File: src/hw/arcs_pkg.sv
// constants and types of the converter result/compare block
package arcs_pkg;
  localparam int RES_W = 10;
  localparam int THR_W = 8;
  localparam int ADDR_W = 8;
  // register byte offsets
  localparam logic [7:0] OFF_MODE0 = 8'h00;
  localparam logic [7:0] OFF_CHSEL = 8'h04;
  localparam logic [7:0] OFF_CMPMODE = 8'h08;
  localparam logic [7:0] OFF_THRESH = 8'h0c;
  localparam logic [7:0] OFF_STATUS = 8'h10;
  localparam logic [7:0] OFF_MASK = 8'h14;
  localparam logic [7:0] OFF_RESULT = 8'h40;
  localparam logic [7:0] OFF_RESULT_HI = 8'h80;
  // field positions
  localparam int MODE0_EN_BIT = 0;
  localparam int CMP_EN_BIT = 0;
  localparam int CMP_COND_BIT = 1;
  localparam int STAT_DONE_BIT = 0;
  localparam int STAT_W = 1;
  // reset values
  localparam logic MODE0_RST = 1'b0;
  localparam logic [1:0] CMPMODE_RST = 2'h0;
  localparam logic [THR_W-1:0] THRESH_RST = 8'h00;
  localparam logic [STAT_W-1:0] MASK_RST = 1'h0;
  localparam logic [RES_W-1:0] RESULT_RST = 10'h000;

  // one finished conversion from the analogue front end
  typedef struct packed {
    logic valid;
    logic [RES_W-1:0] data;
  } arcs_conv_t;

  // compare settings handed to the comparator
  typedef struct packed {
    logic enable;
    logic cond_below;
    logic [THR_W-1:0] threshold;
  } arcs_cmp_cfg_t;
endpackage

File: src/hw/arcs_cmp.sv
// threshold comparator for one finished conversion
`timescale 1ns/1ps
module arcs_cmp (
  input arcs_pkg::arcs_cmp_cfg_t cfg,
  input wire logic [arcs_pkg::RES_W-1:0] data,
  output logic accept
);
  import arcs_pkg::*;
  logic [THR_W-1:0] hi_byte;
  logic hit;

  // high byte of the fresh result against the threshold
  assign hi_byte = data[RES_W-1 -: THR_W];
  assign hit = cfg.cond_below ? (hi_byte < cfg.threshold)
                              : (hi_byte >= cfg.threshold);
  // compare off lets every result through
  assign accept = cfg.enable ? hit : 1'b1;
endmodule

File: src/hw/arcs_top.sv
// converter result store, select-mode compare and apb register file
//
// Local design decisions: the address map and the APB interface to the registers.
`timescale 1ns/1ps
module arcs_top #(
  parameter int N_CH = 8,
  parameter int SEL_W = 3
) (
  input wire logic pclk,
  input wire logic presetn,
  input wire logic psel,
  input wire logic penable,
  input wire logic pwrite,
  input wire logic [arcs_pkg::ADDR_W-1:0] paddr,
  input wire logic [31:0] pwdata,
  output logic [31:0] prdata,
  output logic pready,
  output logic pslverr,
  input arcs_pkg::arcs_conv_t conv,
  output logic conv_enable,
  output logic [SEL_W-1:0] conv_channel,
  output logic conv_restart,
  output logic conversion_done_irq
);
  import arcs_pkg::*;

  logic mode_en_r;
  logic [SEL_W-1:0] chsel_r;
  logic [1:0] cmpmode_r;
  logic [THR_W-1:0] thresh_r;
  logic [STAT_W-1:0] status_r;
  logic [STAT_W-1:0] status_nxt;
  logic [STAT_W-1:0] mask_r;
  logic [STAT_W-1:0] mask_nxt;
  logic [RES_W-1:0] result_r [N_CH];
  logic pready_r;
  logic pslverr_r;
  logic [31:0] prdata_r;
  logic irq_r;
  logic restart_r;
  logic [31:0] rdata_nxt;
  logic hit_map;
  logic acc;
  logic wr;
  logic rd;
  logic cfg_wr;
  logic accept;
  logic store;
  arcs_cmp_cfg_t cfg;

  // access phase completes on the second cycle of penable
  assign acc = psel && penable && pready_r;
  assign wr = acc && pwrite;
  assign rd = acc && !pwrite;
  // writes that disturb a conversion in flight
  assign cfg_wr = wr && (paddr == OFF_MODE0 || paddr == OFF_CHSEL);

  assign cfg.enable = cmpmode_r[CMP_EN_BIT];
  assign cfg.cond_below = cmpmode_r[CMP_COND_BIT];
  assign cfg.threshold = thresh_r;

  arcs_cmp u_cmp (
    .cfg(cfg),
    .data(conv.data),
    .accept(accept)
  );

  // a result landing with a mode or select write is dropped, so the old
  // value stays; software must read before reconfiguring
  assign store = conv.valid && mode_en_r && accept && !cfg_wr;

  // one wait state keeps prdata and pready straight from flops
  always_ff @(posedge pclk or negedge presetn) begin
    if (!presetn) begin
      pready_r <= 1'b0;
    end else begin
      pready_r <= psel && penable && !pready_r;
    end
  end

  // read data and error captured as pready rises
  always_ff @(posedge pclk or negedge presetn) begin
    if (!presetn) begin
      prdata_r <= 32'h0000_0000;
      pslverr_r <= 1'b0;
    end else if (psel && penable && !pready_r) begin
      prdata_r <= pwrite ? 32'h0000_0000 : rdata_nxt;
      pslverr_r <= !hit_map;
    end
  end

  // address decode, reserved bits read as zero
  always_comb begin
    rdata_nxt = 32'h0000_0000;
    hit_map = 1'b1;
    if (paddr[1:0] != 2'b00) begin
      hit_map = 1'b0;
    end else if (paddr >= OFF_RESULT &&
                 paddr < OFF_RESULT + ADDR_W'(4 * N_CH)) begin
      rdata_nxt[RES_W-1:0] = result_r[paddr[SEL_W+1:2]];
    end else if (paddr >= OFF_RESULT_HI &&
                 paddr < OFF_RESULT_HI + ADDR_W'(4 * N_CH)) begin
      rdata_nxt[THR_W-1:0] =
        result_r[paddr[SEL_W+1:2]][RES_W-1 -: THR_W];
    end else begin
      unique case (paddr)
        OFF_MODE0: rdata_nxt[MODE0_EN_BIT] = mode_en_r;
        OFF_CHSEL: rdata_nxt[SEL_W-1:0] = chsel_r;
        OFF_CMPMODE: rdata_nxt[1:0] = cmpmode_r;
        OFF_THRESH: rdata_nxt[THR_W-1:0] = thresh_r;
        OFF_STATUS: rdata_nxt[STAT_W-1:0] = status_r;
        OFF_MASK: rdata_nxt[STAT_W-1:0] = mask_r;
        default: hit_map = 1'b0;
      endcase
    end
  end

  // converter enable
  always_ff @(posedge pclk or negedge presetn) begin
    if (!presetn) begin
      mode_en_r <= MODE0_RST;
    end else if (wr && paddr == OFF_MODE0) begin
      mode_en_r <= pwdata[MODE0_EN_BIT];
    end
  end

  // channel select; a change also restarts the conversion in flight
  always_ff @(posedge pclk or negedge presetn) begin
    if (!presetn) begin
      chsel_r <= '0;
    end else if (wr && paddr == OFF_CHSEL) begin
      chsel_r <= pwdata[SEL_W-1:0];
    end
  end

  // compare enable and compare condition
  always_ff @(posedge pclk or negedge presetn) begin
    if (!presetn) begin
      cmpmode_r <= CMPMODE_RST;
    end else if (wr && paddr == OFF_CMPMODE) begin
      cmpmode_r <= pwdata[1:0];
    end
  end

  // compare threshold
  always_ff @(posedge pclk or negedge presetn) begin
    if (!presetn) begin
      thresh_r <= THRESH_RST;
    end else if (wr && paddr == OFF_THRESH) begin
      thresh_r <= pwdata[THR_W-1:0];
    end
  end

  // next mask, shared with the interrupt flop so that a mask write and
  // the interrupt output move together instead of one cycle apart
  always_comb begin
    mask_nxt = mask_r;
    if (wr && paddr == OFF_MASK) begin
      mask_nxt = pwdata[STAT_W-1:0];
    end
  end

  // interrupt mask
  always_ff @(posedge pclk or negedge presetn) begin
    if (!presetn) begin
      mask_r <= MASK_RST;
    end else begin
      mask_r <= mask_nxt;
    end
  end

  // the front end restarts after a mode or select write
  always_ff @(posedge pclk or negedge presetn) begin
    if (!presetn) begin
      restart_r <= 1'b0;
    end else begin
      restart_r <= cfg_wr;
    end
  end

  // only the selected channel's register is written
  for (genvar i = 0; i < N_CH; i++) begin : g_res
    always_ff @(posedge pclk or negedge presetn) begin
      if (!presetn) begin
        result_r[i] <= RESULT_RST;
      end else if (store && chsel_r == SEL_W'(i)) begin
        result_r[i] <= conv.data;
      end
    end
  end

  // sticky done flag: a read clears only the bits it returned, so an
  // event landing between data capture and the end of the read is kept;
  // an event in the clearing cycle itself wins over the clear
  always_comb begin
    status_nxt = status_r;
    if (rd && paddr == OFF_STATUS) begin
      status_nxt = status_r & ~prdata_r[STAT_W-1:0];
    end
    if (store) begin
      status_nxt[STAT_DONE_BIT] = 1'b1;
    end
  end

  // done status register
  always_ff @(posedge pclk or negedge presetn) begin
    if (!presetn) begin
      status_r <= '0;
    end else begin
      status_r <= status_nxt;
    end
  end

  // level interrupt from a flop, high while an unmasked bit is set
  always_ff @(posedge pclk or negedge presetn) begin
    if (!presetn) begin
      irq_r <= 1'b0;
    end else begin
      irq_r <= |(status_nxt & mask_nxt);
    end
  end

  assign prdata = prdata_r;
  assign pready = pready_r;
  assign pslverr = pslverr_r;
  assign conv_enable = mode_en_r;
  assign conv_channel = chsel_r;
  assign conv_restart = restart_r;
  assign conversion_done_irq = irq_r;
endmodule

File: config.mk
export PLATFORM = sky130hd
export DESIGN_NAME = arcs_top
export DESIGN_NICKNAME = d
export VERILOG_FILES = /design/src/hw/arcs_pkg.sv /design/src/hw/arcs_cmp.sv /design/src/hw/arcs_top.sv
export SDC_FILE = /design/constraint.sdc
export NUM_CORES = 1
export LEC_CHECK = 0
export ABC_CLOCK_PERIOD_IN_PS = 3150
export BUFFER_PORTS_ARGS = -buffer_cell sky130_fd_sc_hd__buf_2
export CORE_AREA = 2 2 169 105
export CTS_CLUSTER_DIAMETER = 200
export CTS_CLUSTER_SIZE = 24
export DETAILED_ROUTE_END_ITERATION = 7
export DIE_AREA = 0 0 171 107
export HOLD_SLACK_MARGIN = 0.02
export PLACE_DENSITY = 0.61
export SYNTH_ARGS = -nofsm -noshare
export SYNTH_HDL_FRONTEND = slang
export SYNTH_SLANG_ARGS = --single-unit
File: constraint.sdc
create_clock -name pclk -period 3.15 [get_ports pclk]
set_input_delay 0.1575 -clock pclk [delete_from_list [all_inputs] [get_ports pclk]]
set_output_delay 0.1575 -clock pclk [all_outputs]
set_load 0.01 [all_outputs]
* After elaboration in Yosys (flattened, before gate mapping) *
Cells that the tools add are included.

word-level totals
  bits in registers = 132
  output and inout bits = 40
  logic and storage cells = 97
  bits of input ports = 56

cells by class
  equality and inequality tests = 12
  reduce and logical (&&, ||, !) cells = 34
  bitwise gates (word level) = 4
  order comparisons = 7
  muxes and demuxes = 21

operators by type and width
  operator                                                           number
  two-way mux 10 bit                                                 4
  binary-select mux 10 bit (select 3 bit)                            1
  logical AND 1 bit                                                  25
  equality test 8 x 4 -> 1 bit, second input constant                2
  equality test 8 x 5 -> 1 bit, second input constant                2
  two-way mux 8 bit                                                  2
  equality test 3 bit, second input constant                         4
  two-way mux 1 bit                                                  9
  equality test 8 x 3 -> 1 bit, second input constant                1
  greater-or-equal comparator 8 x 7 -> 1 bit, second input constant  1
  greater-or-equal comparator 8 bit                                  1
  greater-or-equal comparator 8 bit, second input constant           1
  zero test 8 bit                                                    1
  less-than comparator 8 x 7 -> 1 bit, second input constant         1
  less-than comparator 8 bit                                         1
  less-than comparator 8 bit, second input constant                  1
  equality test 3 x 2 -> 1 bit, second input constant                2
  case mux 1 bit (6 select lines)                                    1
  OR reduction 6 bit                                                 1
  two-way mux 5 bit                                                  1
  greater-or-equal comparator 4 bit, second input constant           1
  zero test 1 bit                                                    4
  inverter 3 -> 4 bit                                                1
  equality test 3 x 1 -> 1 bit, second input constant                1
  8 further kinds                                                    9

* Depth between registers and ports, before layout *
  depth after elaboration = 8
  mapped depth = 9
  gate-level depth less buffers = 8

* Modules after synthesis *
A second synthesis with hierarchy kept.

second synthesis, totals
  cell total of the unflattened synthesis = 421
  area, all modules = 5616.6 um^2

modules (own cells, without submodules)
  module    sequential area each (um^2)  area an instance (um^2)  times used  cells each
  arcs_top  2752.6                       5353.9                   1           388
  arcs_cmp  0.0                          262.8                    1           33

* Least setup slack after synthesis *
OpenSTA, ideal clock, no wires.

  path kind = register to register
  start = register thresh_r[1]
  end = register result_r[50] in the netlist's numbering
  stages on the path, launching flop included = 10
  clock period less this slack = 2207 ps
  arrival time = 2082 ps
  setup slack = 943 ps
  required time = 3025 ps
  library setup time = 125 ps
  buffers on the path = 1
  cell sequence = dfrtp_1 > inv_1 > ha_1 > nor2b_2 > o211ai_2 > a21oi_1 > o211ai_4 > nand4b_2 > buf_6 > mux2_4

between the ends
  longest elaborated chain between the ends = 6
  elaborated cells on any way between the ends = 7
  those cells by class = 2 x order compare; 2 x mux; 3 x reduce/logical

RTL lines
  what                                                                             line                            text
  start: declaration                                                               arcs_top.sv:30                  logic [THR_W-1:0] thresh_r;
  start signal: assignment                                                         arcs_top.sv:150                 thresh_r <= pwdata[THR_W-1:0];
  greater-or-equal comparator 8 bit or less-than comparator 8 bit (tied branches)  arcs_cmp.sv:15, arcs_cmp.sv:14
  two-way mux 1 bit (*)                                                            arcs_cmp.sv:14                  assign hit = cfg.cond_below ? (hi_byte < cfg.threshold)
  two-way mux 1 bit (*)                                                            arcs_cmp.sv:17                  assign accept = cfg.enable ? hit : 1'b1;
  logical AND 1 bit (*) (2 in series)                                              arcs_top.sv:70                  assign store = conv.valid && mode_en_r && accept && !cfg_wr;
  logical AND 1 bit (*)                                                            arcs_top.sv:186                 end else if (store && chsel_r == SEL_W'(i)) begin
  end signal: indexed assignment                                                   arcs_top.sv:187                 result_r[i] <= conv.data;
  end: declaration                                                                 arcs_top.sv:35                  logic [RES_W-1:0] result_r [N_CH];

Mark *: on every way between the ends. The rest lies on a longest branch, timed or not.
A chain may end at the register's enable or synchronous reset.

* Final worst setup path *
  start = register thresh_r[1]
  end = register result_r[37] in the netlist's numbering

The elaborated chain is that of the path after synthesis.

==> results.cfg <==
[drt]
highest_layer = met4
dr.pass1.iters = 5
met2WireLength_mm = 5.293
drc = 0
wl_met3_um = 616
routed_wl_mm = 12.71
vias = 3448
wl_per_cell_um = 18.58
ant_nets = 0
drtIter0Drc = 268
viasPerCell = 5.041
drt-met1-wl_mm = 6.737

[placement]
dp.cells = 667
post-dp-hpwl_mm = 9.164
place_ws_ns = 0.5941
gp_congestion = 0.7976
portBuffers = 49

[flow_run]
max-cap-violations = 0

[pwr]
worst_ir_drop_vdd_uv = 249.0
p_total_mw = 2.723
leakagePower_nw = 3.300
power_density_mw_per_mm2 = 421.7

[clock_tree]
path_clk_slew_ns = 0.08
clk_latency_ns = 0.35
ctsResizeCount = 0
cts_setup_buffers = 0
clock_sinks = 110
cts_tree = yes
cts_buffers = 9
cts_hold_buffers = 1
ctsLongestPathBuffers = 2
cts_root_buf = clkbuf_16
h-tree-depth = 3

[global_route]
overflow = 0
grtUsageTotal_pct = 14.50
grt_pass1_wl_mm = 19.93
antenna_found_initial = 0
grt_pass1_vias = 3427
grt_max_degree = 46

[finish]
layout-drive-gt1-share_pct = 46.44
antenna_cells = 0
final_cells = 684
layout_commonest_cell = dfrtp_1
final_cell_mix = dfrtp_1, mux2_2, buf_2
syn2layout_area_growth_pct = 12.69
fillers = 1610
fin_nets = 509

[synth]
synth_ff_type = dfrtp_1
yosysTopAreaCell = dfrtp_1
synth_edf_count = 0
synth_warnings = 0
synth_cell_types = 49
synth-seq-cells = 110
async_flop_share_pct = 100.0
ys_seq_area_share_pct = 48.03
syn_avg_cell_area_um2 = 14.77
syn_inst = 388
synth_top_area_share_pct = 48.03
yosys-top-cells-area = dfrtp_1, mux2_2, mux2_4, mux4_2, mux4_1
synth_area_mm2 = 0.005730

[critical_path]
cp-start-kind = register
critPathRequiredTime_ns = 3.38
worstPathArrival_ns = 2.82
cp_max_fo = 10
worstSetupEndpointType = register
critical_path_class = reg -> reg

[timing]
slew_violations = 0
skew_ns = 0.008334
timing.final.crit_share_pct = 82.24
tightestPinTransition_ns = 1.003
hold_viol = 0
period_needed_ns = 2.590
fmax_mhz = 386.0
slew_headroom_pct = 32.86
tns_ns = 0
worst_slack_ns = 0.5596
rsz0062_at_grt = false
setup_viol = 0

[die]
io_pins = 96
dieArea_mm2 = 0.01830
row_count = 37
start_util_pct = 34.19
die_h_um = 107
core_area_mm2 = 0.01676
die_w_um = 171

[worst_hold_path]
hold_class = in -> reg

[status]
outcome = finished clean
==> logic make-up after synthesis <==
| logic type | after synthesis | synth area share, % |
|---|---|---|
| buffers and inverters | 48 | 5.612 |
| other | 1 | 0.06544 |
| AND/OR/NAND/NOR | 54 | 7.118 |
| flip-flops | 110 | 48.03 |
| AO/OA/AOI/OAI | 38 | 5.546 |
| multiplexers | 129 | 31.88 |
| adder cells (fa/ha/maj) | 8 | 1.747 |
==> synthesized netlist by cell type (4+ instances only) <==
library cell,number
a21oi_1,8
a22o_1,4
a32o_1,8
buf_4,23
buf_6,7
dfrtp_1,110
ha_1,8
inv_1,12
mux2_2,71
mux2_4,30
mux2i_1,7
mux4_1,9
mux4_2,12
nand2_1,10
nand4_1,5
nor2_1,10
o21ai_0,4
==> state kept, by name (all words and copies together) (netlist names), 2 cells and up <==
name,cells
conv_channel,3
thresh_r,8
result_r,80
cmpmode_r,2
prdata,10
==> cell type report <==
type / count / area (µm²) / share of cell area [%]
flip-flops and latches: 110 / 2753 / 42.63
multi-input cells: 251 / 2735 / 42.36
repair buffers: 61 / 340.3 / 5.270
well taps: 234 / 292.8 / 4.534
clock buffers: 10 / 239.0 / 3.701
clock inverters: 6 / 52.55 / 0.8138
inverters: 12 / 45.04 / 0.6975
==> worst paths after layout <==
path | start | endpoint | slack [ns] | cells past startpoint
min in group asynchronous | presetn | result_r[79] | 0.35 | 2
max | thresh_r[1] | result_r[37] | 0.56 | 8
max in group asynchronous | presetn | thresh_r[2] | 1.91 | 3
max reg2reg | thresh_r[1] | result_r[37] | 0.56 | 8
min reg2reg | result_r[24] | result_r[24] | 0.50 | 1
min | pwdata[6] | thresh_r[6] | 0.04 | 2
==> critical path, cell delays in order (launching register included) <==
cell,delay (ns)
dfrtp_1,0.40
inv_1,0.06
ha_1,0.28
nor2b_2,0.16
o211ai_2,0.15
a21oi_1,0.14
o211ai_4,0.48
nand4_4,0.42
mux2_2,0.40
==> through the flow <==
stage | hold WS, ns | utilization, % | area (µm²)
2_1_floorplan | -0.1381 | - | 5809
3_3_place_gp | 0.1829 | 36.73 | 6156
3_5_place_dp | 0.1937 | 36.73 | 6156
4_1_cts | 0.03302 | 38.53 | 6457
5_1_grt | 0.04463 | 38.53 | 6457
6_report | 0.03687 | 38.53 | 6457
==> layer usage <==
layer,up-vias,track usage [%]
li1,1541,-
met1,1806,22.73
met2,96,20.48
met3,5,3.138
met4,0,2.603
met5,-,0
==> power by group <==
part	internal, mW	switching [mW]
combinational	0.0630	0.123
clock	0.572	0.540
sequential	1.42	0.00578
No activity file was read; power rests on OpenSTA's default activity.
